--- src/include/scd_pkg.sv ---
// Constants and types shared by the chain diagnostic status bank
package scd_pkg;
    // Register word addresses
    localparam logic [15:0] ADDR_ERR_FLAGS   = 16'h0000;
    localparam logic [15:0] ADDR_GUARD_LOW   = 16'h0001;
    localparam logic [15:0] ADDR_GUARD_HIGH  = 16'h0002;
    localparam logic [15:0] ADDR_FAULT_POS   = 16'h0003;
    localparam logic [15:0] ADDR_CFG_COUNT   = 16'h0004;
    localparam logic [15:0] NUM_WORDS        = 16'h0005;
    localparam logic [15:0] WORD_RESET       = 16'h0000;

    // Field positions in the error word
    localparam int ERR_LOOP_ABSENT_BIT = 4;
    localparam int ERR_TOO_MANY_BIT    = 3;
    localparam int ERR_MISMATCH_BIT    = 2;
    localparam int ERR_FAIL_BIT        = 1;
    localparam int ERR_CONTACT_BIT     = 0;

    // Chain geometry
    localparam int             MAX_SWITCHES   = 20;
    localparam int             LOW_SWITCHES   = 16;
    localparam int             HIGH_SWITCHES  = 4;
    localparam logic [5:0]     MAX_SWITCHES_6 = 6'h14;

    // Request function and exception codes
    localparam logic [7:0]  FUNC_READ_HOLDING = 8'h03;
    localparam logic [7:0]  EXC_BAD_FUNC      = 8'h01;
    localparam logic [7:0]  EXC_BAD_ADDR      = 8'h02;
    localparam logic [7:0]  EXC_BAD_QTY       = 8'h03;
    localparam logic [15:0] QTY_MAX           = 16'h007d;

    // Initialization phase timing
    localparam longint CLOCK_HZ        = 125000000;
    localparam longint INIT_TIME_S     = 5;
    localparam int     INIT_CYCLES     = int'(INIT_TIME_S * CLOCK_HZ);
    localparam int     INIT_CNT_W      = 32;

    typedef enum logic [1:0] {
        SCD_INIT,
        SCD_IDLE,
        SCD_SEND
    } scd_state_t;
endpackage : scd_pkg

--- src/rtl/scd_sync.sv ---
// Two-flop synchroniser bank for chain-side pin inputs
`timescale 1ns/10ps
`default_nettype none
module scd_sync #(
    parameter int WIDTH = 1
) (
    input  wire logic             clock_i,
    input  wire logic             srst_i,
    input  wire logic [WIDTH-1:0] async_i,
    output logic      [WIDTH-1:0] sync_o
);
    logic [WIDTH-1:0] meta_reg;
    logic [WIDTH-1:0] sync_reg;

    // One pair of flops per bit; first flop feeds only the second
    genvar gi;
    generate
        for (gi = 0; gi < WIDTH; gi++) begin : g_bit
            always_ff @(posedge clock_i) begin
                if (srst_i) begin
                    meta_reg[gi] <= 1'b0;
                    sync_reg[gi] <= 1'b0;
                end else begin
                    meta_reg[gi] <= async_i[gi];
                    sync_reg[gi] <= meta_reg[gi];
                end
            end
        end
    endgenerate

    assign sync_o = sync_reg;
endmodule : scd_sync
`default_nettype wire

--- src/rtl/scd_status_regs.sv ---
// Chain diagnostic status words with a read-holding-registers request port
//
// How it works
// - Five read-only 16-bit status words sit at word addresses 0 to 4, word n at address n.
// - Error bit 4 is one while the loopback terminator is seen absent and zero otherwise.
// - Error bit 3 is one while more than twenty switches are seen in the chain.
// - Error bit 2 is one when the seen count or the live setting differs from the setting taken at start.
// - Error bit 1 is one on a failed switch, a cable break or an invalid transponder.
// - Error bit 0 shows the chain error contact, one when closed and zero when open.
// - Word 1 bit k gives the guard state of switch k+1 and reads zero in error mode.
// - Word 2 bits 3..0 give switches 17..20, upper bits zero, whole word zero in error mode.
// - Word 3 bits 4..0 give the position of a break or failed switch, upper bits zero.
// - Word 4 bits 4..0 give the switch count from the micro-switches, upper bits zero.
// - Only the read-holding-registers function is answered, anything else gets an exception.
// - Once the contact opens on an error it stays open until the next reset.
// - A five-second start phase runs after reset before any word is reported or request taken.
`timescale 1ns/10ps
`default_nettype none
module scd_status_regs
    import scd_pkg::*;
#(
    parameter int INIT_LEN = scd_pkg::INIT_CYCLES
) (
    input  wire logic        clock_i,
    input  wire logic        srst_i,
    // Chain-side pins, asynchronous
    input  wire logic        loop_absent_i,
    input  wire logic [5:0]  seen_count_i,
    input  wire logic        switch_fail_i,
    input  wire logic        cable_break_i,
    input  wire logic        bad_transponder_i,
    input  wire logic [4:0]  fault_pos_i,
    input  wire logic [19:0] guard_closed_i,
    input  wire logic [4:0]  dip_count_i,
    // Request port, same clock
    input  wire logic        req_valid_i,
    input  wire logic [7:0]  req_func_i,
    input  wire logic [15:0] req_addr_i,
    input  wire logic [15:0] req_qty_i,
    output logic             req_ready_o,
    output logic             rsp_valid_o,
    output logic [15:0]      rsp_data_o,
    output logic             rsp_last_o,
    output logic             rsp_exc_o,
    output logic [7:0]       rsp_exc_code_o,
    // Chain error contact and phase
    output logic             contact_closed_o,
    output logic             init_busy_o
);
    import scd_pkg::*;

    localparam int SYNC_W = 1 + 6 + 3 + 5 + 20 + 5;

    typedef struct packed {
        scd_state_t         state;
        logic [INIT_CNT_W-1:0] init_cnt;
        logic [4:0]         cfg_count;
        logic               contact_latched_open;
        logic               contact_closed;
        logic [15:0]        w_err;
        logic [15:0]        w_low;
        logic [15:0]        w_high;
        logic [15:0]        w_pos;
        logic [15:0]        w_cfg;
        logic [15:0]        rd_addr;
        logic [15:0]        rd_left;
        logic               req_ready;
        logic               rsp_valid;
        logic [15:0]        rsp_data;
        logic               rsp_last;
        logic               rsp_exc;
        logic [7:0]         rsp_exc_code;
        logic               init_busy;
    } scd_regs_t;

    scd_regs_t st_reg;
    scd_regs_t st_next;

    logic [SYNC_W-1:0] pins_sync;
    logic              loop_absent_s;
    logic [5:0]        seen_count_s;
    logic              fail_s;
    logic              break_s;
    logic              transp_s;
    logic [4:0]        fault_pos_s;
    logic [19:0]       guard_s;
    logic [4:0]        dip_s;

    // Pins pass two flops before use
    scd_sync #(
        .WIDTH (SYNC_W)
    ) u_sync (
        .clock_i (clock_i),
        .srst_i  (srst_i),
        .async_i ({loop_absent_i, seen_count_i, switch_fail_i, cable_break_i,
                   bad_transponder_i, fault_pos_i, guard_closed_i, dip_count_i}),
        .sync_o  (pins_sync)
    );

    assign {loop_absent_s, seen_count_s, fail_s, break_s, transp_s,
            fault_pos_s, guard_s, dip_s} = pins_sync;

    // Error conditions from the synchronised chain view
    logic err_loop;
    logic err_many;
    logic err_mismatch;
    logic err_fail;
    logic err_any;

    always_comb begin
        err_loop     = loop_absent_s;
        err_many     = seen_count_s > MAX_SWITCHES_6;
        err_mismatch = (seen_count_s != {1'b0, st_reg.cfg_count})
                     || (dip_s != st_reg.cfg_count);
        err_fail     = fail_s | break_s | transp_s;
        err_any      = err_loop | err_many | err_mismatch | err_fail;
    end

    // Word read mux for the sender
    function automatic logic [15:0] word_at(input scd_regs_t s, input logic [15:0] a);
        case (a)
            ADDR_ERR_FLAGS:  word_at = s.w_err;
            ADDR_GUARD_LOW:  word_at = s.w_low;
            ADDR_GUARD_HIGH: word_at = s.w_high;
            ADDR_FAULT_POS:  word_at = s.w_pos;
            ADDR_CFG_COUNT:  word_at = s.w_cfg;
            default:         word_at = WORD_RESET;
        endcase
    endfunction : word_at

    // Next-state logic
    always_comb begin
        st_next           = st_reg;
        st_next.rsp_valid = 1'b0;
        st_next.rsp_last  = 1'b0;
        st_next.rsp_exc   = 1'b0;
        st_next.rsp_data  = WORD_RESET;

        if (st_reg.state != SCD_INIT) begin
            // Status words refresh every cycle after the start phase
            st_next.w_err = WORD_RESET;
            st_next.w_err[ERR_LOOP_ABSENT_BIT] = err_loop;
            st_next.w_err[ERR_TOO_MANY_BIT]    = err_many;
            st_next.w_err[ERR_MISMATCH_BIT]    = err_mismatch;
            st_next.w_err[ERR_FAIL_BIT]        = err_fail;
            st_next.w_err[ERR_CONTACT_BIT]     = st_reg.contact_closed;
            st_next.w_low  = err_any ? WORD_RESET
                           : guard_s[LOW_SWITCHES-1:0];
            st_next.w_high = err_any ? WORD_RESET
                           : {12'h000, guard_s[MAX_SWITCHES-1:LOW_SWITCHES]};
            st_next.w_pos  = err_fail ? {11'h000, fault_pos_s}
                           : WORD_RESET;
            st_next.w_cfg  = {11'h000, st_reg.cfg_count};
            // Contact opens on error and stays open
            if (err_any) begin
                st_next.contact_latched_open = 1'b1;
            end
            st_next.contact_closed = !err_any && !st_reg.contact_latched_open;
        end

        case (st_reg.state)
            SCD_INIT: begin
                st_next.contact_closed = 1'b0;
                st_next.req_ready      = 1'b0;
                if (st_reg.init_cnt >= INIT_CNT_W'(INIT_LEN - 1)) begin
                    st_next.state     = SCD_IDLE;
                    st_next.cfg_count = dip_s;
                    st_next.req_ready = 1'b1;
                end else begin
                    st_next.init_cnt = st_reg.init_cnt + INIT_CNT_W'(1);
                end
            end
            SCD_IDLE: begin
                if (req_valid_i) begin
                    st_next.req_ready = 1'b0;
                    if (req_func_i != FUNC_READ_HOLDING) begin
                        st_next.rsp_valid    = 1'b1;
                        st_next.rsp_last     = 1'b1;
                        st_next.rsp_exc      = 1'b1;
                        st_next.rsp_exc_code = EXC_BAD_FUNC;
                        st_next.req_ready    = 1'b1;
                    end else if (req_qty_i == 16'h0000 || req_qty_i > QTY_MAX) begin
                        st_next.rsp_valid    = 1'b1;
                        st_next.rsp_last     = 1'b1;
                        st_next.rsp_exc      = 1'b1;
                        st_next.rsp_exc_code = EXC_BAD_QTY;
                        st_next.req_ready    = 1'b1;
                    end else if ({1'b0, req_addr_i} + {1'b0, req_qty_i}
                                 > {1'b0, NUM_WORDS}) begin
                        st_next.rsp_valid    = 1'b1;
                        st_next.rsp_last     = 1'b1;
                        st_next.rsp_exc      = 1'b1;
                        st_next.rsp_exc_code = EXC_BAD_ADDR;
                        st_next.req_ready    = 1'b1;
                    end else begin
                        st_next.state   = SCD_SEND;
                        st_next.rd_addr = req_addr_i;
                        st_next.rd_left = req_qty_i;
                    end
                end
            end
            SCD_SEND: begin
                st_next.rsp_valid = 1'b1;
                st_next.rsp_data  = word_at(st_reg, st_reg.rd_addr);
                st_next.rd_addr   = st_reg.rd_addr + 16'h0001;
                st_next.rd_left   = st_reg.rd_left - 16'h0001;
                if (st_reg.rd_left == 16'h0001) begin
                    st_next.rsp_last  = 1'b1;
                    st_next.state     = SCD_IDLE;
                    st_next.req_ready = 1'b1;
                end
            end
            default: begin
                st_next.state = SCD_INIT;
            end
        endcase
        // Start-phase flag from the state about to be entered, so it is a flop
        st_next.init_busy = (st_next.state == SCD_INIT);
    end

    // State register, all zero on reset
    always_ff @(posedge clock_i) begin
        if (srst_i) begin
            st_reg <= '0;
        end else begin
            st_reg <= st_next;
        end
    end

    // Outputs straight from flops
    assign req_ready_o      = st_reg.req_ready;
    assign rsp_valid_o      = st_reg.rsp_valid;
    assign rsp_data_o       = st_reg.rsp_data;
    assign rsp_last_o       = st_reg.rsp_last;
    assign rsp_exc_o        = st_reg.rsp_exc;
    assign rsp_exc_code_o   = st_reg.rsp_exc_code;
    assign contact_closed_o = st_reg.contact_closed;
    assign init_busy_o      = st_reg.init_busy;
endmodule : scd_status_regs
`default_nettype wire

--- config.mk ---
export PLATFORM = sky130hd
export DESIGN_NAME = scd_status_regs
export DESIGN_NICKNAME = d
export VERILOG_FILES = /design/src/include/scd_pkg.sv /design/src/rtl/scd_sync.sv /design/src/rtl/scd_status_regs.sv
export SDC_FILE = /design/constraint.sdc
export NUM_CORES = 1
export LEC_CHECK = 0
export BUFFER_PORTS_ARGS = -buffer_cell sky130_fd_sc_hd__buf_4
export CAP_MARGIN = 20
export CORE_UTILIZATION = 30
export CTS_CLUSTER_SIZE = 12
export DETAILED_ROUTE_END_ITERATION = 10
export GPL_ROUTABILITY_DRIVEN = 0
export PLACE_DENSITY_LB_ADDON = 0.08
export SLEW_MARGIN = 15
export SYNTH_ARGS = -nofsm -noshare
export SYNTH_HDL_FRONTEND = slang
export SYNTH_SLANG_ARGS = --single-unit
--- constraint.sdc ---
create_clock -name clock_i -period 6.6 [get_ports clock_i]
set_input_delay 0.66 -clock clock_i [delete_from_list [all_inputs] [get_ports clock_i]]
set_output_delay 0.66 -clock clock_i [all_outputs]
set_load 0.01 [all_outputs]
==> impl_metrics.py, run 1 <==
metrics = {
    "pwr": {
        "fin_total_pwr_mw": 2.79,
        "irDropWorstVdd_v": 0.000195,
        "power.leakage_nw": 4.44,
        "power_density_nw_per_um2": 245,
    },
    "job": {
        "maxCapViolations": 0,
    },
    "global_route": {
        "antenna_violations_before_repair": 0,
        "global_route.overflow_total": 0,
        "grt_pass1_wl_mm": 40.5,
        "via_count_of_the_first_global_routing_pass": 7346,
        "grtUsageTotal_pct": 15.1,
        "pin_count_of_the_biggest_net_entering_global_routing": 86,
    },
    "critical_path": {
        "critPathLaunchType": "input port",
        "worst-endpoint-arrival_ns": 4.05,
        "end_kind": "flop",
        "critical_path.reg2reg.startpoint": "st_reg[180]",
        "critPathRequiredTime_ns": 7.03,
        "worst_r2r_path_depth": 8,
        "crit_path_max_fanout": 48,
        "worst_r2r_dst": "st_reg[57]",
        "timing.setup.critical_path_class": "in -> reg",
        "r2r_setup_slack_ns": 3.29,
    },
    "routing": {
        "residual_drc": 0,
        "avgRoutedWirePerCell_um": 15.9,
        "drt_pass1_iterations": 5,
        "drc_marker_count_from_the_first_detailed_route_iteration": 357,
        "wirelength_mm": 25.1,
        "ant_nets": 0,
        "detailroute.via_count": 7763,
        "via_per_inst": 4.91,
    },
    "die": {
        "floorplan.core_area_um2": 31700,
        "die-width_um": 182,
        "fp.dieH_um": 182,
        "placement_rows": 65,
        "initial_core_util_pct": 30.7,
        "design.die.area_um2": 33200,
        "io_pins": 113,
    },
    "cts": {
        "post_cts_resize_count": 0,
        "tritoncts_clock_tree": "built",
        "cts_inserted_buffers": 24,
        "clock_net_sink_count": 211,
        "clkSlewWorstSetupHoldPaths_ns": 0.06,
        "post_cts_hold_buffer_count": 0,
        "cts-root-buf": "sky130_fd_sc_hd__clkbuf_16",
        "insertion_delay_ns": 0.53,
        "clock_tree.htree_level_count": 1,
        "cts_max_path_buffers": 3,
        "buffer_count_from_post_cts_setup_fixing": 0,
    },
    "sta": {
        "period_share_pct": 54.8,
        "timing_max_transition_violations_final": 0,
        "setup-violations-final": 0,
        "rsz_0062_raised_after_global_routing": "no",
        "timing.final.hold_violations": 0,
        "tightestPinTransition_ns": 0.905,
        "final.min_clock_period_ns": 3.62,
        "worst_clock_skew_ns": 0.0145,
        "timing.fmax_ghz": 0.276,
        "max-slew-margin-rel_pct": 39.4,
        "tns_ns": 0,
    },
    "logic_synthesis": {
        "yosys.cell_count.top_type": "sky130_fd_sc_hd__dfxtp_1",
        "synth-xor-area-share_pct": 3.33,
        "postSynthRegisterBits": 211,
        "synth_fa_ha_area_share_pct": 3.68,
        "mappedNetlistArea_um2": 9730,
        "multiplexer_share_of_the_synthesized_area_pct": 3.09,
        "post-synth-top-area-fraction_pct": 43.4,
        "count_of_cell_types_in_the_netlist": 81,
        "synth_top_flop_cell": "sky130_fd_sc_hd__dfxtp_1",
        "synth_area_leader_cell": "sky130_fd_sc_hd__dfxtp_1",
        "post_synth_and_or_nand_nor_area_fraction_pct": 24.7,
        "combinational_family_with_the_most_area_after_synthesis": "simple AND/OR/NAND/NOR gates",
        "syn_inst_count": 1103,
        "synth_edf_count": 0,
        "synthesis.yosys.warnings": 0,
        "synthArstFlopShare_pct": 0,
        "top_cells_by_instance_count_after_synthesis": "sky130_fd_sc_hd__dfxtp_1, sky130_fd_sc_hd__nor2_1, sky130_fd_sc_hd__nor2b_1",
        "synth_sequential_area_ratio_pct": 43.4,
        "synth_area_per_cell_um2": 8.82,
        "synth_compound_gate_area_share_pct": 16.1,
        "synth.area.top_cells": "sky130_fd_sc_hd__dfxtp_1, sky130_fd_sc_hd__nor2_1, sky130_fd_sc_hd__nor2b_1, sky130_fd_sc_hd__ha_1, sky130_fd_sc_hd__mux2i_1",
    },
    "finish": {
        "final_cell_area_um2": 11400,
        "diodes": 0,
        "nets_finish": 1277,
        "number_of_flip_flops_under_the_largest_register_name": 107,
        "layout-drive-gt1-share_pct": 14.8,
        "layout-area-overhead-vs-synth_pct": 17.3,
    },
    "placed_design": {
        "postPlaceCellArea_um2": 10700,
        "detailed_place_hpwl_mm": 17.5,
        "placement.io_buffers": 106,
    },
    "hold_path": {
        "worst_min_delay_path_category": "in -> reg",
        "hold-path-cell-count": 2,
        "worstHoldStart": "seen_count_i[3]",
        "min_delay_worst_endpoint": "u_sync.meta_reg[36]",
    },
    "outcome": {
        "outcome": "finished, final reports clean",
    },
}
per-stage QoR:
stage | cells | worst slack [ns] | hold slack (ns) | util, %
finish | 1582 | 2.98 | 0.336 | 36.0
global route | 1582 | 2.71 | 0.321 | 36.0
CTS | 1582 | 2.99 | 0.311 | 36.0
detailed placement | 1542 | 2.43 | 0.414 | 33.6
global placement | 1541 | 2.53 | 0.418 | 33.6
floorplan | 1108 | 3.07 | 0.402 | -
kinds of logic after synthesis:
group / Yosys count
DFF: 211
buffers and inverters: 105
adders and majority gates: 28
and+or+nand+nor: 474
AOI/OAI and AO/OA: 217
muxes: 30
other: 1
xor gates and xnor gates: 37
metal layers:
metal | GRT usage [%] | vias up | share of wire (%)
met3 | 2.37 | 27 | 3.9
met4 | 3.97 | 0 | 1.7
met1 | 20.5 | 3619 | 48
met5 | 0 | - | 0
li1 | - | 3963 | -
met2 | 24.8 | 154 | 46
worst max-delay path: stages:
cell	delay, ns
sky130_fd_sc_hd__buf_4	0.11
sky130_fd_sc_hd__ha_1	0.16
sky130_fd_sc_hd__inv_1	0.05
sky130_fd_sc_hd__fa_1	0.45
sky130_fd_sc_hd__and3b_1	0.24
sky130_fd_sc_hd__a2111oi_4	0.27
sky130_fd_sc_hd__nand4b_1	0.14
sky130_fd_sc_hd__or4_1	0.50
sky130_fd_sc_hd__nor4_2	0.25
sky130_fd_sc_hd__and4_1	0.26
sky130_fd_sc_hd__a21o_4	0.51
sky130_fd_sc_hd__nor2_2	0.09
sky130_fd_sc_hd__a2111oi_4	0.31
final cells by class:
cell class                      instances  area (um^2)
Sequential cell                       211         4220
Inverter                               23         86.3
Tap cell                              402          503
Timing Repair Buffer                  114          857
Clock inverter                          3         40.0
Clock buffer                           37          709
Multi-Input combinational cell        792         4990
Fill cell                            3313        20300
worst max path at each step:
stage                       start         end  slack [ns]  cells past startpoint
floorplan           req_addr_i[0]  st_reg[57]        3.07                     13
CTS                  req_qty_i[0]  st_reg[57]        2.99                     13
finish               req_qty_i[0]  st_reg[57]        2.98                     13
global route        req_addr_i[0]  st_reg[51]        2.71                     13
detailed placement   req_qty_i[0]  st_reg[57]        2.43                     13
global placement     req_qty_i[0]  st_reg[57]        2.53                     13
layout by cell type (no fill, tap or decap), types with 12 or more instances in the layout:
| cell type | Yosys | routed |
|---|---|---|
| sky130_fd_sc_hd__nor2_1 | 147 | 147 |
| sky130_fd_sc_hd__and2_1 | 20 | 20 |
| sky130_fd_sc_hd__nor4_1 | 14 | 12 |
| sky130_fd_sc_hd__o21ai_0 | 24 | 24 |
| sky130_fd_sc_hd__a21oi_1 | 56 | 56 |
| sky130_fd_sc_hd__inv_1 | 21 | 21 |
| sky130_fd_sc_hd__xor2_1 | 25 | 25 |
| sky130_fd_sc_hd__ha_1 | 27 | 26 |
| sky130_fd_sc_hd__buf_4 | 26 | 112 |
| sky130_fd_sc_hd__nand3_1 | 33 | 33 |
| sky130_fd_sc_hd__nor3_1 | 19 | 19 |
| sky130_fd_sc_hd__dfxtp_1 | 211 | 211 |
| sky130_fd_sc_hd__nor2b_1 | 87 | 87 |
| sky130_fd_sc_hd__mux2i_1 | 30 | 30 |
| sky130_fd_sc_hd__xnor2_1 | 12 | 12 |
| sky130_fd_sc_hd__a211oi_1 | 24 | 24 |
| sky130_fd_sc_hd__nand4_1 | 17 | 17 |
| sky130_fd_sc_hd__and3_1 | 15 | 15 |
| sky130_fd_sc_hd__nand2_1 | 79 | 79 |
| sky130_fd_sc_hd__a22oi_1 | 21 | 21 |
| sky130_fd_sc_hd__clkbuf_16 | 0 | 24 |
report_power, final:
group	leakage (nW)	switching (mW)	internal, mW
Sequential	1.72	0.00745	1.30
Clock	0.366	0.520	0.738
Combinational	2.36	0.127	0.103
(Power assumes the default switching activity.)
==> inputs of run 2 (changes only) <==
clock period = 3.2 ns   (was 6.6 ns; I/O delays follow)
==> run 2 against run 1 <==
Effect of this change:
- sequential power increased by 110%
- first-iteration DRC count increased by 29%
- flip-flop and latch count unchanged
- global-route usage increased by 0.33 points
- via count increased by 3.9%
- non-clock buffer count increased by 89
- worst setup slack got worse by 2.7 ns
- wire length increased by 1.9%
- sequential share of layout area decreased by 2.2 points
- worst hold slack got worse by 0.31 ns
- clock skew about the same
- count of clock-buffer cells in the layout decreased by 2
- critical path type unchanged
- critical endpoint unchanged
- highest routed layer unchanged
==> impl_metrics.py, run 2 (same netlist as run 1, synthesis figures left out) <==
metrics = {
    "critical_path": {
        "worst_r2r_dst": "st_reg[171]",
        "critPathLaunchType": "input port",
        "critPathSlowestCell": "sky130_fd_sc_hd__or4_1",
        "end_kind": "flop",
        "worst-endpoint-arrival_ns": 3.37,
        "cp_cell_sequence": "buf_4 -> ha_1 -> inv_1 -> fa_1 -> and3b_1 -> a2111oi_4 -> nand4b_1 -> or4_1 -> nor4_2 -> and4_1 -> a21o_4 -> buf_12 -> nor2_2 -> a2111oi_4",
        "timing.setup.critical_path_class": "in -> reg",
        "crit_path_max_incr_delay_ns": 0.50,
        "crit_path_max_fanout": 11,
        "critPathRequiredTime_ns": 3.61,
        "r2r_setup_slack_ns": 0.42,
        "worst_r2r_path_depth": 9,
        "critPathMostFrequentCell": "sky130_fd_sc_hd__a2111oi_4",
        "critical_path.reg2reg.startpoint": "st_reg[148]",
    },
    "hold_path": {
        "worstHoldStart": "guard_closed_i[4]",
        "min_delay_worst_endpoint": "u_sync.meta_reg[9]",
        "worst_min_delay_path_category": "in -> reg",
        "hold-path-cell-count": 2,
    },
    "sta": {
        "setup-violations-final": 0,
        "period_share_pct": 92.5,
        "timing_max_transition_violations_final": 0,
        "finalHoldWorstSlack_ns": 0.0265,
        "worst_clock_skew_ns": 0.0149,
        "rsz_0062_raised_after_global_routing": "no",
        "timing.final.hold_violations": 0,
        "max-slew-margin-rel_pct": 43.8,
        "tightestPinTransition_ns": 0.837,
        "final_critical_path_setup_slack_ns": 0.241,
        "timing.fmax_ghz": 0.338,
        "final.min_clock_period_ns": 2.96,
    },
    "finish": {
        "finalNonFillerCells": 1671,
        "layout-area-overhead-vs-synth_pct": 24.7,
        "commonest_cells_after_routing_fill_and_taps_aside": "sky130_fd_sc_hd__dfxtp_1, sky130_fd_sc_hd__buf_4, sky130_fd_sc_hd__nor2_1",
        "number_of_flip_flops_under_the_largest_register_name": 107,
        "final_core_utilization_pct": 38.3,
        "layout-drive-gt1-share_pct": 18.5,
        "nets_finish": 1366,
        "mostFrequentLayoutCell": "sky130_fd_sc_hd__dfxtp_1",
        "diodes": 0,
    },
    "cts": {
        "cts-root-buf": "sky130_fd_sc_hd__clkbuf_16",
        "cts_inserted_buffers": 24,
        "clock_net_sink_count": 211,
        "clock_tree.htree_level_count": 1,
        "tritoncts_clock_tree": "built",
        "buffer_count_from_post_cts_setup_fixing": 0,
        "clkSlewWorstSetupHoldPaths_ns": 0.06,
        "cts_max_path_buffers": 3,
        "insertion_delay_ns": 0.52,
    },
    "global_route": {
        "grt_pass1_wl_mm": 41.5,
        "via_count_of_the_first_global_routing_pass": 7729,
        "globalRouteMet2Util_pct": 26.4,
        "m1_gr_usage_pct": 20.3,
        "grt.busiest_layer": "met2",
        "antenna_violations_before_repair": 0,
        "grtUsageTotal_pct": 15.4,
        "grt_util_met3_pct": 2.47,
        "pin_count_of_the_biggest_net_entering_global_routing": 80,
        "global_route.overflow_total": 0,
    },
    "die": {
        "placement_rows": 65,
        "design.die.area_um2": 33200,
        "floorplan.core_area_um2": 31700,
        "die-width_um": 182,
        "io_pins": 113,
        "initial_core_util_pct": 30.7,
        "fp.dieH_um": 182,
    },
    "job": {
        "maxCapViolations": 0,
    },
    "pwr": {
        "power_density_nw_per_um2": 474,
        "power.leakage_nw": 4.84,
        "fin_total_pwr_mw": 5.76,
        "irDropWorstVdd_v": 0.000365,
    },
    "routing": {
        "drt_pass1_iterations": 5,
        "avgRoutedWirePerCell_um": 15.3,
        "detailroute.via_count": 8062,
        "via_per_inst": 4.82,
        "ant_nets": 0,
        "residual_drc": 0,
        "wirelength_mm": 25.6,
        "drc_marker_count_from_the_first_detailed_route_iteration": 461,
    },
    "outcome": {
        "outcome": "finished, final reports clean",
    },
    "placed_design": {
        "placement.io_buffers": 106,
        "place_ws_ns": -0.382,
        "detailed_place_hpwl_mm": 18.2,
        "dpl.cell_count": 1604,
    },
}
==> run 2: cell count changes in the layout (fill, tap and decap cells not counted), moves of 2 or more <==
cell                            change
sky130_fd_sc_hd__buf_4             +61
sky130_fd_sc_hd__clkinv_2           +2
sky130_fd_sc_hd__clkbuf_8           -4
sky130_fd_sc_hd__buf_12             +2
sky130_fd_sc_hd__dlygate4sd3_1     +27
sky130_fd_sc_hd__clkbuf_1           +2
==> run 2: worst max-delay path by stage <==
stage / from / endpoint / slack (ns) / cells after the start
after detailed placement: req_addr_i[0] / st_reg[57] / -0.38 / 14
final: req_addr_i[0] / st_reg[57] / 0.24 / 14
after global routing: req_addr_i[0] / st_reg[34] / 0.06 / 14
after global placement: req_addr_i[0] / st_reg[57] / -0.33 / 15
after floorplan: req_addr_i[0] / st_reg[57] / 0.01 / 13
after CTS: req_addr_i[0] / st_reg[57] / 0.16 / 14
==> run 2: area by class of cell <==
type | instances | area, um^2
well taps | 402 | 503
clock inverters | 5 | 50.0
clock buffers | 35 | 662
inverters | 23 | 86.3
multi-input cells | 792 | 4990
fillers | 3308 | 19600
repair buffers | 203 | 1620
flip-flops and latches | 211 | 4220
==> run 2: metrics by stage <==
stage / TNS [ns] / area (um^2)
floorplan: 0 / 9750
global placement: -9.52 / 11100
detailed placement: -10.96 / 11100
CTS: 0 / 12100
global route: 0 / 12100
finish: 0 / 12100
==> run 2: worst max-delay path: cells and delay by family <==
family / cells / cell delay, ns
and+or+nand+nor: 6 / 1.36
AOI/OAI and AO/OA: 3 / 0.77
adders and majority gates: 2 / 0.64
buffers and inverters: 3 / 0.28
==> run 2: report_power, final <==
group / total [mW] / switching (mW) / internal (mW)
clock network: 2.50 / 1.07 / 1.43
registers: 2.69 / 0.0152 / 2.68
logic: 0.560 / 0.280 / 0.280
total: 5.76 / 1.37 / 4.39
==> run 2: layer usage <==
metal / up-vias / wire [um]
met5: - / 0
met4: 0 / 441
met3: 31 / 1070
met2: 157 / 11900
met1: 3721 / 12200
li1: 4153 / -
==> run 2: what timing repair did <==
item                                   4_1_cts  5_1_grt
endpoints found under the hold margin       27        0
hold buffers                                27        0
setup endpoints to repair                    0        2
resized for setup                            0        1
==> inputs of run 3 (changes only) <==
ABC_CLOCK_PERIOD_IN_PS = 3200   (was unset)
REMOVE_ABC_BUFFERS = 1   (was unset)
==> run 3 against run 2 <==
Effect of this change:
- worst setup slack worse by 0.052 ns
- count of clock-buffer cells in the layout stayed put
- flip-flop and latch count stayed put
- critical path depth stayed put
- register-to-register slack worse by 0.07 ns
- core utilization is 0.19 points lower
- clock power is 4% higher
- global-route usage is 0.66 points lower
==> impl_metrics.py, run 3 (same netlist as run 1, synthesis figures left out) <==
metrics = {
    "outcome": {
        "outcome": "finished, final reports clean",
    },
    "finish": {
        "number_of_flip_flops_under_the_largest_register_name": 107,
        "final_core_utilization_pct": 38.1,
        "finalNonFillerCells": 1662,
        "commonest_cells_after_routing_fill_and_taps_aside": "sky130_fd_sc_hd__dfxtp_1, sky130_fd_sc_hd__buf_4, sky130_fd_sc_hd__nor2_1",
        "num-fill-cells": 3287,
        "layout-area-overhead-vs-synth_pct": 24.1,
        "diodes": 0,
        "nets_finish": 1358,
        "layout-drive-gt1-share_pct": 19.3,
        "mostFrequentLayoutCell": "sky130_fd_sc_hd__dfxtp_1",
    },
    "cts": {
        "clock_net_sink_count": 211,
        "cts_max_path_buffers": 3,
        "clock_tree.htree_level_count": 1,
        "insertion_delay_ns": 0.52,
        "tritoncts_clock_tree": "built",
        "clkSlewWorstSetupHoldPaths_ns": 0.06,
        "cts_inserted_buffers": 24,
        "cts-root-buf": "sky130_fd_sc_hd__clkbuf_16",
    },
    "routing": {
        "ant_nets": 0,
        "drc_marker_count_from_the_first_detailed_route_iteration": 410,
        "top_signal_layer_used": "met4",
        "detailroute.via_count": 8042,
        "met2_length_mm": 11.6,
        "wirelength_mm": 24.7,
        "wl_met1_mm": 11.8,
        "via_per_inst": 4.84,
        "met3_length_um": 881,
        "residual_drc": 0,
        "drt_pass1_iterations": 5,
        "avgRoutedWirePerCell_um": 14.9,
    },
    "critical_path": {
        "crit_path_max_incr_delay_ns": 0.51,
        "worst_r2r_path_depth": 10,
        "cp_cell_sequence": "buf_4 -> ha_1 -> inv_1 -> fa_1 -> and3b_1 -> a2111oi_4 -> nand4b_1 -> or4_1 -> nor4_2 -> and4_1 -> a21o_4 -> buf_4 -> nor2_2 -> a2111oi_4",
        "timing.setup.critical_path_class": "in -> reg",
        "critical_path.reg2reg.startpoint": "st_reg[148]",
        "critPathLaunchType": "input port",
        "end_kind": "flop",
        "worst-endpoint-arrival_ns": 3.41,
        "r2r_setup_slack_ns": 0.35,
        "crit_path_max_fanout": 7,
        "critPathRequiredTime_ns": 3.60,
        "critPathSlowestCell": "sky130_fd_sc_hd__or4_1",
        "worst_r2r_dst": "st_reg[169]",
    },
    "sta": {
        "timing.fmax_ghz": 0.332,
        "final_critical_path_setup_slack_ns": 0.189,
        "worst_clock_skew_ns": 0.0231,
        "setup-violations-final": 0,
        "tns_ns": 0,
        "timing_max_transition_violations_final": 0,
        "tightestPinTransition_ns": 0.860,
        "period_share_pct": 94.1,
        "rsz_0062_raised_after_global_routing": "no",
        "timing.final.hold_violations": 0,
        "final.min_clock_period_ns": 3.01,
        "max-slew-margin-rel_pct": 41.9,
        "finalHoldWorstSlack_ns": 0.0249,
    },
    "die": {
        "floorplan.core_area_um2": 31700,
        "io_pins": 113,
        "fp.dieH_um": 182,
        "design.die.area_um2": 33200,
        "die-width_um": 182,
        "initial_core_util_pct": 30.7,
        "placement_rows": 65,
    },
    "pwr": {
        "p_sw_mw": 1.34,
        "internal_power_mw": 4.51,
        "power.leakage_nw": 4.84,
        "swShare_pct": 23.0,
        "share_comb_of_total_power_pct": 9.5,
        "irDropWorstVdd_v": 0.000313,
        "power_density_nw_per_um2": 484,
        "seq_power_share_pct": 46.0,
        "pwr-share-clk_pct": 44.4,
    },
    "hold_path": {
        "hold-path-cell-count": 2,
        "min_delay_worst_endpoint": "u_sync.meta_reg[24]",
        "worst_min_delay_path_category": "in -> reg",
        "worstHoldStart": "guard_closed_i[19]",
    },
    "placed_design": {
        "dpl.cell_count": 1608,
        "placement.io_buffers": 106,
        "place_ws_ns": -0.407,
        "detailed_place_hpwl_mm": 17.5,
    },
    "job": {
        "maxCapViolations": 0,
    },
    "global_route": {
        "grtUsageTotal_pct": 14.8,
        "antenna_violations_before_repair": 0,
        "global_route.overflow_total": 0,
        "pin_count_of_the_biggest_net_entering_global_routing": 101,
        "grt_pass1_wl_mm": 39.8,
        "via_count_of_the_first_global_routing_pass": 7581,
    },
}
-- run 3: cell count changes in the layout (fill, tap and decap cells not counted), sizes merged --
cell | before | now
buf | 176 | 180
clkinv | 6 | 5
dlygate4sd3 | 27 | 15
-- run 3: timing repair --
item / 4_1_cts / 5_1_grt
hold buffers: 15 / 0
endpoints found under the hold margin: 15 / 0
resized for setup: 0 / 3
buffers inserted: 0 / 0
endpoints found under the setup margin: 0 / 17
-- run 3: how the worst max path moves through the flow --
stage | depth (start not counted) | start | endpoint | slack [ns]
2_1_floorplan | 6 | st_reg[180] | st_reg[171] | -0.36
3_3_place_gp | 14 | req_addr_i[0] | st_reg[34] | -0.32
3_5_place_dp | 14 | req_addr_i[0] | st_reg[34] | -0.41
4_1_cts | 14 | req_addr_i[0] | st_reg[34] | 0.12
5_1_grt | 14 | req_addr_i[0] | st_reg[57] | 0.03
6_report | 14 | req_addr_i[0] | st_reg[57] | 0.19
-- run 3: power by group through the flow --
stage	Clock, mW	Combinational [mW]	Sequential (mW)
2_1_floorplan	0	0.259	2.75
3_3_place_gp	0	0.549	2.75
3_5_place_dp	0	0.546	2.75
4_1_cts	2.70	0.563	2.69
5_1_grt	2.81	0.614	2.70
6_report	2.60	0.556	2.69
-- run 3: cell type report --
cell class / count / area [um^2] / area share, %
multi-input combinational: 792 / 4990 / 41.3
sequential: 211 / 4220 / 35.0
timing repair buffer: 195 / 1530 / 12.6
clock buffer: 35 / 723 / 5.99
tap: 402 / 503 / 4.16
inverter: 23 / 86.3 / 0.715
clock inverter: 4 / 23.8 / 0.197
-- run 3: critical path: cells and delay by family --
| family | cells | cell delay (ns) |
|---|---|---|
| adder cells (fa/ha/maj) | 2 | 0.64 |
| buffers and inverters | 3 | 0.29 |
| AO/OA/AOI/OAI | 3 | 0.79 |
| AND/OR/NAND/NOR | 6 | 1.36 |
-- run 3: per-stage QoR --
stage	cell area (um^2)	total power, mW
2_1_floorplan	9290	3.01
3_3_place_gp	11200	3.30
3_5_place_dp	11200	3.30
4_1_cts	12100	5.95
5_1_grt	12100	6.13
6_report	12100	5.85
-- run 3: per-layer routing --
metal  track usage, %  up-vias
li1                 -     4137
met1             19.7     3754
met2             25.0      125
met3             2.35       26
met4             3.19        0
met5                0        -
